--- config.mk ---
export PLATFORM = sky130hd
export DESIGN_NAME = dmsm_core
export DESIGN_NICKNAME = d
export VERILOG_FILES = /design/src/dmsm_pkg.sv /design/src/dmsm_timebase.sv /design/src/dmsm_averager.sv /design/src/dmsm_core.sv
export SDC_FILE = /design/constraint.sdc
export NUM_CORES = 1
export LEC_CHECK = 0
export ABC_CLOCK_PERIOD_IN_PS = 3500
export BUFFER_PORTS_ARGS = -buffer_cell sky130_fd_sc_hd__buf_2
export CORE_ASPECT_RATIO = 1.75
export CORE_MARGIN = 2
export CORE_UTILIZATION = 50
export CTS_CLUSTER_DIAMETER = 50
export CTS_CLUSTER_SIZE = 25
export DETAILED_ROUTE_END_ITERATION = 10
export PLACE_DENSITY = 0.67
export REMOVE_ABC_BUFFERS = 1
export SYNTH_ARGS = -nofsm -noshare
export SYNTH_HDL_FRONTEND = slang
export SYNTH_HIERARCHICAL = 1
export SYNTH_SLANG_ARGS = --single-unit
--- constraint.sdc ---
create_clock -name mclk -period 3.5 [get_ports mclk]
set_clock_uncertainty 0.15 [all_clocks]
set_input_delay 0 -clock mclk [delete_from_list [all_inputs] [get_ports mclk]]
set_output_delay 0 -clock mclk [all_outputs]
set_load 0.05 [all_outputs]
--- src/dmsm_pkg.sv ---
package dmsm_pkg;
	// Clock and timebase
	localparam int CLK_HZ = 10000000;
	localparam int TICK_MS = 50;
	localparam int TICK_CYC = CLK_HZ / 1000 * TICK_MS;
	localparam logic [4:0] TICKS_PER_S = 5'(1000 / TICK_MS);
	// Qualification times in seconds
	localparam logic [15:0] LOCK_QUAL_S = 16'h0002;
	localparam logic [15:0] INVALID_S = 16'h0002;
	localparam logic [15:0] TIMEOUT_RST = 16'h0064;
	// Averager periods in seconds and filter shifts
	localparam logic [12:0] SHORT_AVG_S = 13'h01E0;
	localparam logic [12:0] LONG_AVG_S = 13'h19C8;
	localparam int SHORT_SHIFT = 7;
	localparam int LONG_SHIFT = 11;
	localparam int RATE_W = 19;
	// Register byte offsets
	localparam logic [5:0] OFS_CTRL = 6'h00;
	localparam logic [5:0] OFS_TIMEOUT = 6'h04;
	localparam logic [5:0] OFS_HOLD_RATE = 6'h08;
	localparam logic [5:0] OFS_GAP_RATE = 6'h0C;
	localparam logic [5:0] OFS_ACQ_BW = 6'h10;
	localparam logic [5:0] OFS_LOCK_BW = 6'h14;
	localparam logic [5:0] OFS_FORCE = 6'h18;
	localparam logic [5:0] OFS_STATUS = 6'h1C;
	localparam logic [5:0] OFS_VALID = 6'h20;
	localparam logic [5:0] OFS_ALARM = 6'h24;
	localparam logic [5:0] OFS_EVENTS = 6'h28;
	// Control register fields
	localparam int C_REVERTIVE_ENABLE = 0;
	localparam int C_LOCK_OUTPUT_ENABLE = 1;
	localparam int C_FREE_RUN_HOLDOVER_SELECT = 2;
	localparam int C_AVG = 3;
	localparam int C_MANUAL = 4;
	localparam int C_SHORT = 5;
	localparam int C_AVERAGED_READBACK_SELECT = 6;
	localparam int C_BANDWIDTH_AUTO_SWITCH = 7;
	localparam int C_CLAMP = 8;
	localparam logic [8:0] CTRL_RST = 9'h001;
	// Event register fields
	localparam int E_STATE = 0;
	localparam int E_SHORT_RDY = 1;
	localparam int E_LONG_RDY = 2;
	// Bandwidth reset codes
	localparam logic [7:0] ACQ_BW_RST = 8'h10;
	localparam logic [7:0] LOCK_BW_RST = 8'h08;
	// Mode states
	typedef enum logic [2:0] {
		ST_FREE, ST_PRE, ST_PRE2, ST_LOCKED, ST_LOL, ST_HOLD
	} dmsm_state_e;
endpackage : dmsm_pkg

--- src/dmsm_timebase.sv ---
`timescale 1ns/10ps
`default_nettype none
module dmsm_timebase #(
	parameter int TICK_CYC = dmsm_pkg::TICK_CYC
) (
	// Clock and reset
	input wire logic mclk,
	input wire logic resetn,
	// Timebase pulses
	output logic tick,
	output logic secTick
);
	logic [19:0] cycCnt_reg;
	logic [4:0] tickCnt_reg;

	// Fractional-second tick divider
	always_ff @(posedge mclk or negedge resetn)
	begin
		if (!resetn)
		begin
			cycCnt_reg <= 20'h00000;
			tick <= 1'b0;
		end
		else if (cycCnt_reg == 20'(TICK_CYC - 1))
		begin
			cycCnt_reg <= 20'h00000;
			tick <= 1'b1;
		end
		else
		begin
			cycCnt_reg <= cycCnt_reg + 20'h00001;
			tick <= 1'b0;
		end
	end

	// Seconds divider
	always_ff @(posedge mclk or negedge resetn)
	begin
		if (!resetn)
		begin
			tickCnt_reg <= 5'h00;
			secTick <= 1'b0;
		end
		else
		begin
			secTick <= 1'b0;
			if (tick)
			begin
				if (tickCnt_reg == dmsm_pkg::TICKS_PER_S - 5'h01)
				begin
					tickCnt_reg <= 5'h00;
					secTick <= 1'b1;
				end
				else
					tickCnt_reg <= tickCnt_reg + 5'h01;
			end
		end
	end
endmodule : dmsm_timebase
`default_nettype wire

--- src/dmsm_averager.sv ---
`timescale 1ns/10ps
`default_nettype none
module dmsm_averager #(
	parameter int SHIFT = dmsm_pkg::SHORT_SHIFT,
	parameter logic [12:0] PERIOD_S = dmsm_pkg::SHORT_AVG_S
) (
	// Clock and reset
	input wire logic mclk,
	input wire logic resetn,
	// Samples, one per locked second
	input wire logic sampleEn,
	input wire logic [18:0] rate,
	// Averaged value
	output logic [18:0] averaged_holdover_select,
	output logic ready
);
	localparam int AW = 19 + SHIFT;
	logic signed [AW-1:0] acc_reg;
	logic [12:0] count_reg;
	logic signed [AW-1:0] sampleExt;

	assign sampleExt = AW'(signed'(rate));

	// Leaky integrator, seeded by the first sample
	always_ff @(posedge mclk or negedge resetn)
	begin
		if (!resetn)
		begin
			acc_reg <= '0;
			count_reg <= 13'h0000;
			ready <= 1'b0;
			averaged_holdover_select <= 19'h00000;
		end
		else if (sampleEn)
		begin
			if (count_reg == 13'h0000)
				acc_reg <= sampleExt <<< SHIFT;
			else
				acc_reg <= acc_reg - (acc_reg >>> SHIFT) + sampleExt;
			if (count_reg != PERIOD_S)
				count_reg <= count_reg + 13'h0001;
			else
				ready <= 1'b1; // Full period seen
			averaged_holdover_select <= acc_reg[AW-1:SHIFT];
		end
	end
endmodule : dmsm_averager
`default_nettype wire

--- src/dmsm_core.sv ---
`timescale 1ns/10ps
`default_nettype none
module dmsm_core #(
	parameter int TICK_CYC = dmsm_pkg::TICK_CYC
) (
	// Clock and reset
	input wire logic mclk,
	input wire logic resetn,
	// Avalon-MM slave
	input wire logic [5:0] avsAddress,
	input wire logic avsRead,
	input wire logic avsWrite,
	input wire logic [31:0] avsWriteData,
	output logic [31:0] avsReadData,
	output logic avsWaitRequest,
	// Monitors and loop
	input wire logic [7:0] inputOk,
	input wire logic phaseLocked,
	input wire logic lossOfLock,
	input wire logic fastIsolate,
	input wire logic freqAtLimit,
	input wire logic [18:0] integralRate,
	// Loop control outputs
	output logic lock_output_enable,
	output logic [2:0] dpllState,
	output logic [2:0] selectedRef,
	output logic freeRunMode,
	output logic holdoverMode,
	output logic miniHoldover,
	output logic [18:0] holdRate,
	output logic [7:0] loopBandwidth,
	output logic integralFreeze
);
	dmsm_pkg::dmsm_state_e state_reg, stateNext;
	logic [8:0] ctrl_reg;
	logic [15:0] timeout_reg;
	logic [18:0] holdWord_reg, gapWord_reg;
	logic [7:0] acqBw_reg, lockBw_reg;
	logic [7:0] alarm_reg;
	logic [2:0] events_reg;
	logic [2:0] selRef_reg;
	logic [15:0] windowSec_reg, lockSec_reg, invalidSec_reg;
	logic [18:0] instNew_reg, instOld_reg;
	logic [2:0] miniRef_reg;
	logic tick, secTick;
	logic [18:0] shortAvg, longAvg;
	logic shortRdy, longRdy, shortRdyQ_reg, longRdyQ_reg;
	logic [7:0] validFlag;
	logic anyValid, selValid, higherValid, reenter, raiseAlarm;
	logic restart, wrAck, rdAck, forceWr;
	logic [2:0] bestRef;

	// Highest priority valid input: lowest index wins
	function automatic logic [2:0] best_of(input logic [7:0] v);
		logic [2:0] b;
		b = 3'h0;
		for (int i = 7; i >= 0; i--)
			if (v[i])
				b = 3'(i);
		return b;
	endfunction : best_of

	////////////////////////////////////////////////////////////////////////
	// Timebase and averagers

	dmsm_timebase #(.TICK_CYC(TICK_CYC)) uTimebase (
		.mclk(mclk),
		.resetn(resetn),
		.tick(tick),
		.secTick(secTick)
	);

	dmsm_averager #(
		.SHIFT(dmsm_pkg::SHORT_SHIFT),
		.PERIOD_S(dmsm_pkg::SHORT_AVG_S)
	) uShortAvg (
		.mclk(mclk),
		.resetn(resetn),
		.sampleEn(secTick && state_reg == dmsm_pkg::ST_LOCKED),
		.rate(integralRate),
		.averaged_holdover_select(shortAvg),
		.ready(shortRdy)
	);

	dmsm_averager #(
		.SHIFT(dmsm_pkg::LONG_SHIFT),
		.PERIOD_S(dmsm_pkg::LONG_AVG_S)
	) uLongAvg (
		.mclk(mclk),
		.resetn(resetn),
		.sampleEn(secTick && state_reg == dmsm_pkg::ST_LOCKED),
		.rate(integralRate),
		.averaged_holdover_select(longAvg),
		.ready(longRdy)
	);

	////////////////////////////////////////////////////////////////////////
	// Input validity and selection

	// Valid means monitors clean and no phase-lock alarm
	assign validFlag = inputOk & ~alarm_reg;
	assign anyValid = |validFlag;
	assign selValid = validFlag[selRef_reg];
	assign bestRef = best_of(validFlag);
	assign higherValid = anyValid && (bestRef < selRef_reg);
	assign wrAck = avsWrite && !avsWaitRequest;
	assign rdAck = avsRead && avsWaitRequest;
	assign forceWr = wrAck && avsAddress == dmsm_pkg::OFS_FORCE
		&& avsWriteData[2:0] <= 3'(dmsm_pkg::ST_HOLD);

	////////////////////////////////////////////////////////////////////////
	// Next-state logic

	// Transitions, re-entry and timeout alarm
	always_comb
	begin
		stateNext = state_reg;
		reenter = 1'b0;
		raiseAlarm = 1'b0;
		case (state_reg)
			dmsm_pkg::ST_FREE:
				if (anyValid)
					stateNext = dmsm_pkg::ST_PRE;
			dmsm_pkg::ST_PRE, dmsm_pkg::ST_PRE2:
				if (selValid && lockSec_reg >= dmsm_pkg::LOCK_QUAL_S)
					stateNext = dmsm_pkg::ST_LOCKED;
				else if (selValid && ctrl_reg[dmsm_pkg::C_REVERTIVE_ENABLE]
					&& higherValid)
					reenter = 1'b1;
				else if (!selValid && anyValid)
					reenter = 1'b1;
				else if (!selValid
					&& invalidSec_reg >= dmsm_pkg::INVALID_S)
					stateNext = (state_reg == dmsm_pkg::ST_PRE) ?
						dmsm_pkg::ST_FREE : dmsm_pkg::ST_HOLD;
				else if (selValid && windowSec_reg >= timeout_reg)
					raiseAlarm = 1'b1;
			dmsm_pkg::ST_LOCKED:
				if (!selValid && anyValid)
					stateNext = dmsm_pkg::ST_PRE2;
				else if (!selValid
					&& invalidSec_reg >= dmsm_pkg::INVALID_S)
					stateNext = dmsm_pkg::ST_HOLD;
				else if (selValid && lossOfLock)
					stateNext = dmsm_pkg::ST_LOL;
			dmsm_pkg::ST_LOL:
				if (selValid && lockSec_reg >= dmsm_pkg::LOCK_QUAL_S)
					stateNext = dmsm_pkg::ST_LOCKED;
				else if (!selValid && anyValid && raiseAlarm == 1'b0
					&& alarm_reg[selRef_reg])
					stateNext = dmsm_pkg::ST_PRE2;
				else if (!selValid
					&& invalidSec_reg >= dmsm_pkg::INVALID_S)
					stateNext = anyValid ? dmsm_pkg::ST_PRE2 :
						dmsm_pkg::ST_HOLD;
				else if (selValid && windowSec_reg >= timeout_reg)
					raiseAlarm = 1'b1;
			dmsm_pkg::ST_HOLD:
				if (anyValid)
					stateNext = dmsm_pkg::ST_PRE2;
			default:
				stateNext = dmsm_pkg::ST_FREE;
		endcase
	end

	assign restart = reenter || stateNext != state_reg;

	// State register with software force
	always_ff @(posedge mclk or negedge resetn)
	begin
		if (!resetn)
			state_reg <= dmsm_pkg::ST_FREE;
		else if (forceWr)
			state_reg <= dmsm_pkg::dmsm_state_e'(avsWriteData[2:0]);
		else
			state_reg <= stateNext;
	end

	// Reference selection on entry or re-entry
	always_ff @(posedge mclk or negedge resetn)
	begin
		if (!resetn)
			selRef_reg <= 3'h0;
		else if (restart && anyValid
			&& (stateNext == dmsm_pkg::ST_PRE
			|| stateNext == dmsm_pkg::ST_PRE2))
			selRef_reg <= bestRef;
	end

	////////////////////////////////////////////////////////////////////////
	// Second counters

	// Window, lock and invalid durations
	always_ff @(posedge mclk or negedge resetn)
	begin
		if (!resetn)
		begin
			windowSec_reg <= 16'h0000;
			lockSec_reg <= 16'h0000;
			invalidSec_reg <= 16'h0000;
		end
		else
		begin
			if (restart || forceWr)
				windowSec_reg <= 16'h0000;
			else if (secTick && windowSec_reg != 16'hFFFF)
				windowSec_reg <= windowSec_reg + 16'h0001;
			if (restart || forceWr || !phaseLocked)
				lockSec_reg <= 16'h0000;
			else if (secTick && lockSec_reg != 16'hFFFF)
				lockSec_reg <= lockSec_reg + 16'h0001;
			if (selValid || restart)
				invalidSec_reg <= 16'h0000;
			else if (secTick && invalidSec_reg != 16'hFFFF)
				invalidSec_reg <= invalidSec_reg + 16'h0001;
		end
	end

	// Phase-lock alarms, write one to clear, set wins
	always_ff @(posedge mclk or negedge resetn)
	begin
		if (!resetn)
			alarm_reg <= 8'h00;
		else
		begin
			for (int i = 0; i < 8; i++)
				if (raiseAlarm && selRef_reg == 3'(i))
					alarm_reg[i] <= 1'b1;
				else if (wrAck && avsAddress == dmsm_pkg::OFS_ALARM
					&& avsWriteData[i])
					alarm_reg[i] <= 1'b0;
		end
	end

	////////////////////////////////////////////////////////////////////////
	// Holdover frequency

	// Two-stage sample: old copy is 50 to 100 ms old
	always_ff @(posedge mclk or negedge resetn)
	begin
		if (!resetn)
		begin
			instNew_reg <= 19'h00000;
			instOld_reg <= 19'h00000;
		end
		else if (tick && state_reg != dmsm_pkg::ST_HOLD)
		begin
			instNew_reg <= integralRate;
			instOld_reg <= instNew_reg;
		end
	end

	// Mini-holdover tracks isolation of one reference
	always_ff @(posedge mclk or negedge resetn)
	begin
		if (!resetn)
		begin
			miniHoldover <= 1'b0;
			miniRef_reg <= 3'h0;
		end
		else if (stateNext == dmsm_pkg::ST_HOLD || !fastIsolate
			|| (miniHoldover && miniRef_reg != selRef_reg)
			|| state_reg == dmsm_pkg::ST_FREE)
			miniHoldover <= 1'b0;
		else if (!miniHoldover)
		begin
			miniHoldover <= 1'b1;
			miniRef_reg <= selRef_reg;
		end
	end

	// Holdover rate chosen at entry, live in mini-holdover
	always_ff @(posedge mclk or negedge resetn)
	begin
		if (!resetn)
			holdRate <= 19'h00000;
		else if (stateNext == dmsm_pkg::ST_HOLD
			&& state_reg != dmsm_pkg::ST_HOLD)
		begin
			if (ctrl_reg[dmsm_pkg::C_MANUAL])
				holdRate <= holdWord_reg;
			else if (ctrl_reg[dmsm_pkg::C_FREE_RUN_HOLDOVER_SELECT])
				holdRate <= 19'h00000;
			else if (!ctrl_reg[dmsm_pkg::C_AVG])
				holdRate <= instOld_reg;
			else if (!ctrl_reg[dmsm_pkg::C_SHORT] && longRdy)
				holdRate <= longAvg;
			else if (shortRdy)
				holdRate <= shortAvg;
			else
				holdRate <= instOld_reg;
		end
		else if (state_reg != dmsm_pkg::ST_HOLD && fastIsolate)
			holdRate <= ctrl_reg[dmsm_pkg::C_MANUAL] ?
				holdWord_reg : gapWord_reg;
	end

	////////////////////////////////////////////////////////////////////////
	// Loop and pin outputs

	// Mode indicators, lock pin, bandwidth and clamp
	always_ff @(posedge mclk or negedge resetn)
	begin
		if (!resetn)
		begin
			lock_output_enable <= 1'b0;
			dpllState <= 3'h0;
			selectedRef <= 3'h0;
			freeRunMode <= 1'b1;
			holdoverMode <= 1'b0;
			loopBandwidth <= dmsm_pkg::LOCK_BW_RST;
			integralFreeze <= 1'b0;
		end
		else
		begin
			lock_output_enable <= ctrl_reg[dmsm_pkg::C_LOCK_OUTPUT_ENABLE]
				&& state_reg == dmsm_pkg::ST_LOCKED;
			dpllState <= 3'(state_reg);
			selectedRef <= selRef_reg;
			freeRunMode <= state_reg == dmsm_pkg::ST_FREE;
			holdoverMode <= state_reg == dmsm_pkg::ST_HOLD;
			loopBandwidth <= (ctrl_reg[dmsm_pkg::C_BANDWIDTH_AUTO_SWITCH]
				&& state_reg != dmsm_pkg::ST_LOCKED) ?
				acqBw_reg : lockBw_reg;
			integralFreeze <= ctrl_reg[dmsm_pkg::C_CLAMP]
				&& freqAtLimit;
		end
	end

	////////////////////////////////////////////////////////////////////////
	// Register file

	// Latched events, write one to clear, set wins
	always_ff @(posedge mclk or negedge resetn)
	begin
		if (!resetn)
		begin
			events_reg <= 3'h0;
			shortRdyQ_reg <= 1'b0;
			longRdyQ_reg <= 1'b0;
		end
		else
		begin
			shortRdyQ_reg <= shortRdy;
			longRdyQ_reg <= longRdy;
			if (wrAck && avsAddress == dmsm_pkg::OFS_EVENTS)
				events_reg <= events_reg & ~avsWriteData[2:0];
			if (stateNext != state_reg || forceWr)
				events_reg[dmsm_pkg::E_STATE] <= 1'b1;
			if (shortRdy && !shortRdyQ_reg)
				events_reg[dmsm_pkg::E_SHORT_RDY] <= 1'b1;
			if (longRdy && !longRdyQ_reg)
				events_reg[dmsm_pkg::E_LONG_RDY] <= 1'b1;
		end
	end

	// Configuration writes
	always_ff @(posedge mclk or negedge resetn)
	begin
		if (!resetn)
		begin
			ctrl_reg <= dmsm_pkg::CTRL_RST;
			timeout_reg <= dmsm_pkg::TIMEOUT_RST;
			holdWord_reg <= 19'h00000;
			gapWord_reg <= 19'h00000;
			acqBw_reg <= dmsm_pkg::ACQ_BW_RST;
			lockBw_reg <= dmsm_pkg::LOCK_BW_RST;
		end
		else if (wrAck)
		begin
			case (avsAddress)
				dmsm_pkg::OFS_CTRL: ctrl_reg <= avsWriteData[8:0];
				dmsm_pkg::OFS_TIMEOUT: timeout_reg <= avsWriteData[15:0];
				dmsm_pkg::OFS_HOLD_RATE: holdWord_reg <= avsWriteData[18:0];
				dmsm_pkg::OFS_GAP_RATE: gapWord_reg <= avsWriteData[18:0];
				dmsm_pkg::OFS_ACQ_BW: acqBw_reg <= avsWriteData[7:0];
				dmsm_pkg::OFS_LOCK_BW: lockBw_reg <= avsWriteData[7:0];
				default: ;
			endcase
		end
	end

	// One wait cycle per access, read data registered
	always_ff @(posedge mclk or negedge resetn)
	begin
		if (!resetn)
		begin
			avsWaitRequest <= 1'b1;
			avsReadData <= 32'h00000000;
		end
		else
		begin
			avsWaitRequest <= !((avsRead || avsWrite) && avsWaitRequest);
			if (rdAck)
			begin
				case (avsAddress)
					dmsm_pkg::OFS_CTRL: avsReadData <= {23'h0, ctrl_reg};
					dmsm_pkg::OFS_TIMEOUT: avsReadData <= {16'h0, timeout_reg};
					dmsm_pkg::OFS_HOLD_RATE:
						if (ctrl_reg[dmsm_pkg::C_AVERAGED_READBACK_SELECT])
							avsReadData <= {13'h0, ctrl_reg[dmsm_pkg::C_SHORT] ?
								shortAvg : longAvg};
						else
							avsReadData <= {13'h0, holdWord_reg};
					dmsm_pkg::OFS_GAP_RATE: avsReadData <= {13'h0, gapWord_reg};
					dmsm_pkg::OFS_ACQ_BW: avsReadData <= {24'h0, acqBw_reg};
					dmsm_pkg::OFS_LOCK_BW: avsReadData <= {24'h0, lockBw_reg};
					dmsm_pkg::OFS_STATUS:
						avsReadData <= {23'h0, longRdy, shortRdy, miniHoldover,
							selRef_reg, 3'(state_reg)};
					dmsm_pkg::OFS_VALID: avsReadData <= {24'h0, validFlag};
					dmsm_pkg::OFS_ALARM: avsReadData <= {24'h0, alarm_reg};
					dmsm_pkg::OFS_EVENTS: avsReadData <= {29'h0, events_reg};
					default: avsReadData <= 32'h00000000;
				endcase
			end
		end
	end
endmodule : dmsm_core
`default_nettype wire

==> impl_metrics.ini, run 1 <==
[worst_setup_path]
cp.required_ns = 3.83
cp-endpoint = lockSec_reg[5]
worstPathArrival_ns = 3.67
r2r-start = invalidSec_reg[0]
cp-start-kind = flop
endpoint_kind = flop
regToRegSetupSlack_ns = 0.16
rr_endpoint = lockSec_reg[5]
path_max_fanout = 16
startpoint = invalidSec_reg[0]
r2r_cells = 12
worstSetupPathType = flop to flop

[logic_synthesis]
synth.most_common_cell = dfrtp_1
synth_top_area_frac = 0.389
yosys_most_used_dff = dfrtp_1
synth_edf_count = 0
seq_area_frac_synth = 0.398
async_flop_share = 1.00
synth_top_area_cell = dfrtp_1
syn_area_mm2 = 0.0248
synthCells = 2562
yosys_warnings = 6
synth.distinct_cells = 107
ys_top_cells_by_area = dfrtp_1 (39%), mux2_2 (7.8%), ha_1 (4.4%)
ys_seq_elements = 394
syn_area_per_cell_um2 = 9.67
synth_common_cells = dfrtp_1 (385), inv_1 (253), nand2_1 (205)

[grt]
grt_pass1_wl_mm = 114
first_global_vias = 20319
antenna_found_initial = 3
grt_usage = 0.286
grt_max_degree = 98
grt-ovfl-total = 0

[timing]
report.final.slew_viol_count = 0
rsz0062_at_grt = false
setup_viol = 0
finalCritPeriodShare = 0.953
hold_violations = 0
slew_headroom = 0.252
worst_pin_slew_ns = 1.12
max_freq_mhz = 300
period_needed_ns = 3.34
setup_tns_ns = 0

[placement]
dp_hpwl_mm = 55.7
place_congestion = 0.954
dpl-instance-area_mm2 = 0.0263
portBuffers = 117

[detailed_routing]
wire_per_inst_um = 21.3
vias_per_cell = 5.80
wl_mm = 72.6
ant_nets = 0
drc = 0
drt_pre_antenna_iters = 5
vias = 19810
drtIter0Drc = 1442

[clock_network]
cts_root_buf = clkbuf_16
cts.reportedPaths.clkPinSlew_ns = 0.09
insertion_delay_ns = 0.56
cts.sinks = 394
htree_levels = 2
cts_tree = done
cts_buffer_depth = 3
cts_made_buffers = 34

[worst_hold_path]
min_path_type = primary input to flop

[cells_and_area]
utilization = 0.578
nets = 2946
drive_gt1_frac = 0.184
stdcell_area_mm2 = 0.0283
largest_register_ffs = 30
area_delta_synth_final_pct = 14.0

[power_and_ir_drop]
irDropWorstVdd_mv = 0.417
p_per_area_mw_per_mm2 = 467
combPwrFrac = 0.271
power_switching_w = 0.00480
seq_power_share = 0.391
internal_power_w = 0.00840
switching_share = 0.363
power_leakage_nw = 13.1
pwr-share-clk = 0.338

[outcome]
status = complete, no violations

[die]
core-area_mm2 = 0.0489
start_util = 0.507
io_pins = 144
die_area_mm2 = 0.0514
rows = 107
fp.dieW_um = 172
die_y_um = 298

[job]
drv_cap = 0
per-layer routing:
layer	vias to the layer above	track usage	routed length, um
met5	-	0	23
met4	4	0.159	4450
met3	210	0.0356	2910
met2	580	0.533	38900
met1	9787	0.306	26300
li1	9229	-	-
worst max-delay path: stages, from the launching register on:
cell and delay [ns]:
dfrtp_1 0.41, inv_1 0.06, ha_1 0.20, nor4_2 0.31, nand4_1 0.27, and4_1 0.31, a311oi_1 0.42, a221oi_4 0.16
nand2b_1 0.22, a21oi_4 0.23, nand4_4 0.10, buf_4 0.25, nor2_1 0.15
power groups by stage:
stage,Combinational (W),Clock [W],Sequential [W]
CTS,0.00355,0.00456,0.00515
detailed placement,0.00347,0,0.00524
global placement,0.00343,0,0.00523
finish,0.00358,0.00446,0.00516
global route,0.00391,0.00472,0.00520
floorplan,0.00205,0,0.00543
how the worst min path moves through the flow:
stage	cells after the start	startpoint	end
3_3_place_gp	1	resetn	miniRef_reg[1]
4_1_cts	4	inputOk[3]	selRef_reg[1]
5_1_grt	4	inputOk[3]	selRef_reg[1]
3_5_place_dp	1	resetn	miniRef_reg[2]
6_report	4	inputOk[3]	selRef_reg[1]
2_1_floorplan	0	resetn	acqBw_reg[0]
cells in the final DEF (no fill, tap or decap), types with 10 or more instances in the layout:
cell type and instances:
nand4_1 39, o21ai_1 14, a31oi_1 13, dlygate4sd3_1 59
a211oi_1 16, conb_1 13, nand2_1 204, nor2_4 10
nor4_1 14, o211ai_1 19, mux2i_1 80, nand2b_1 28
ha_1 87, nor2b_1 40, nor2_1 170, inv_1 253
o22a_1 10, o22ai_1 22, xnor2_1 65, clkbuf_16 37
buf_4 62, nand3_1 83, o21ai_0 152, buf_2 116
xor2_1 62, a21oi_1 122, a21o_1 33, a22oi_1 31
or3_1 25, and3_1 24, mux2_2 171, dfrtp_1 382
fa_1 54, nor3_1 28
area by class of cell:
cell class | instances | area (um2)
diodes | 2 | 5.00
clock buffers | 38 | 940
clock inverters | 24 | 407
fillers | 4279 | 20600
inverters | 254 | 953
multi-input cells | 1802 | 13400
flip-flops and latches | 394 | 9870
well taps | 654 | 818
repair buffers | 246 | 1810
per-stage QoR:
stage,setup WS (ns),hold slack [ns],total power (W),std cells
final,0.164,0.0267,0.0132,3414
after global routing,0.0196,0.0495,0.0138,3413
after CTS,0.0746,0.00938,0.0133,3410
after detailed placement,0.0819,-0.0119,0.00871,3289
after global placement,0.118,-0.0128,0.00866,3289
after floorplan,-2.90,-0.446,0.00748,2450
repair_timing:
item,4_1_cts,5_1_grt
hold endpoints to repair,410,0
hold buffers,59,0
endpoints found under the setup margin,0,57
setup buffers,0,2
gates resized for setup,0,7
kinds of logic (layout without fill, tap and decap cells):
logic type | Yosys count | in the layout | synth area share
DFF | 394 | 394 | 0.398
xor gates and xnor gates | 127 | 127 | 0.0449
muxes | 257 | 257 | 0.114
buffers and inverters | 378 | 562 | 0.0624
adders and majority gates | 141 | 141 | 0.0876
other | 1 | 15 | 0.000151
AOI/OAI and AO/OA | 526 | 526 | 0.138
and+or+nand+nor | 738 | 738 | 0.155
Power figures use the tool's default switching activity.
==> run 2: changes to the inputs <==
Settings changed: ABC_CLOCK_PERIOD_IN_PS 3500 to 3770, PLACE_DENSITY 0.67 to 0.7.
Clock period 3.5 ns to 3.77 ns, I/O delays scaled along.
==> run 2 against run 1 <==
The flow now finishes with violations (hold timing). Highest routed layer unchanged. Cell area is 1.2% lower. First-iteration DRC count is 2.8% lower. Core utilization is 0.67 points lower. Sequential power is 7.2% lower. Critical path depth is 1 lower. Global-route usage is 0.40 points lower. Fmax is 5.9% lower.
==> impl_metrics.ini, run 2 (synthesis gave the netlist of run 1 again) <==
[outcome]
status = finished, violations left
violations = hold timing

[detailed_routing]
drc = 0
drt_pre_antenna_iters = 9
vias_per_cell = 5.87
wl_mm = 71.9
vias = 19900
ant_nets = 0
wire_per_inst_um = 21.2
drtIter0Drc = 1401

[cells_and_area]
nets = 2924
mostFrequentLayoutCells = dfrtp_1 (384), inv_1 (253), nand2_1 (204)
layout_commonest_cell = dfrtp_1
drive_gt1_frac = 0.175
area_delta_synth_final_pct = 12.7
n_fill_cell = 4264
fin_cells = 3390
largest_register_ffs = 30
antenna_cells = 0

[timing]
slew_headroom = 0.300
report.final.slew_viol_count = 0
rsz0062_at_grt = false
hold_slack_ns = -0.0260
worst_pin_slew_ns = 1.05
max_freq_mhz = 282
hold_violations = 2
finalCritPeriodShare = 0.940
period_needed_ns = 3.54
setup_viol = 0

[worst_hold_path]
min_path_type = primary input to async pin

[power_and_ir_drop]
power_leakage_nw = 13.0
p_per_area_mw_per_mm2 = 428
p_total_w = 0.0120
irDropWorstVdd_mv = 0.375

[worst_setup_path]
cp-start-kind = flop
crit_path_top_delay_cell = a311oi_1
r2r_cells = 11
worstSetupPathType = flop to flop
endpoint_kind = flop
r2r-start = invalidSec_reg[0]
cpPeakStageDelay_ns = 0.44
cp.required_ns = 4.09
path_cells = inv_1 > ha_1 > nor4_1 > nand4_1 > and4_1 > a311oi_1 > a221oi_4 > nand2b_1 > a21oi_2 > nand3_2 > nor2_1
worstPathArrival_ns = 3.86
startpoint = invalidSec_reg[0]
critPathBufInv = 1
path_max_fanout = 16
critPathTopFamily = simple AND/OR/NAND/NOR gates
path_depth = 11

[grt]
first_global_vias = 20405
grt_usage = 0.282
antenna_found_initial = 4
grt_max_degree = 121
grt-ovfl-total = 0
grt_pass1_wl_mm = 112

[clock_network]
cts_resized = 0
cts_made_buffers = 34
htree_levels = 2
insertion_delay_ns = 0.56
cts_root_buf = clkbuf_16
cts.sinks = 394
cts_tree = done
cts_buffer_depth = 3
cts.reportedPaths.clkPinSlew_ns = 0.09

[die]
die_y_um = 298
rows = 107
start_util = 0.507
fp.dieW_um = 172
die_area_mm2 = 0.0514
io_pins = 144
core-area_mm2 = 0.0489

[placement]
dp_hpwl_mm = 54.8
dp_cells = 3270
place_congestion = 0.957
portBuffers = 117

[job]
drv_cap = 0
## run 2: cell types whose count changed in the layout (fill, tap and decap cells not counted), sizes merged, moves of 2 or more
cell / before / now
bufinv: 2 / 0
clkbuf: 38 / 41
inv: 268 / 266
diode: 2 / 0
clkinvlp: 0 / 2
buf: 187 / 166
## run 2: worst paths after layout
path                                         endpoint  slack [ns]
worst min register to register          events_reg[2]        0.27
worst min-delay path            uShortAvg/acc_reg[18]       -0.03
min in group mclk                     avsReadData[10]        0.01
worst max-delay path                 windowSec_reg[6]        0.23
max in group asynchronous            loopBandwidth[3]        2.41
worst max register to register       windowSec_reg[6]        0.23
## run 2: timing repair
action,4_1_cts,5_1_grt
endpoints found under the hold margin,311,0
hold buffers,58,0
buffers inserted,0,0
## run 2: final cells by class
type	instances	area, um2	area share
clock buffer	41	971	0.0348
sequential	394	9870	0.354
multi-input combinational	1802	13400	0.480
tap	654	818	0.0293
inverter	254	953	0.0341
clock inverter	21	275	0.00986
timing repair buffer	224	1620	0.0580
## run 2: per-stage QoR
step / hold slack, ns / TNS (ns) / utilization / worst slack, ns / instance area [um2]
2_1_floorplan: -0.446 / -175.93 / - / -2.63 / 24200
3_3_place_gp: 0.0231 / 0 / 0.534 / 0.383 / 26100
4_1_cts: 0.00625 / 0 / 0.571 / 0.247 / 27900
3_5_place_dp: 0.0243 / 0 / 0.534 / 0.260 / 26100
6_report: -0.0260 / 0 / 0.571 / 0.226 / 27900
5_1_grt: 0.0535 / 0 / 0.571 / 0.0317 / 27900
## run 2: routing by layer
metal  GRT usage  part of all wire  vias to the layer above
met5           0           0.00072                        -
met4       0.185             0.077                        8
met3      0.0314             0.042                      278
met2       0.514              0.52                      669
met1       0.304              0.36                     9761
li1            -                 -                     9184
## run 2: power breakdown
part	switching (W)	internal (W)
clock	0.00194	0.00199
sequential	0.000317	0.00448
combinational	0.00209	0.00115
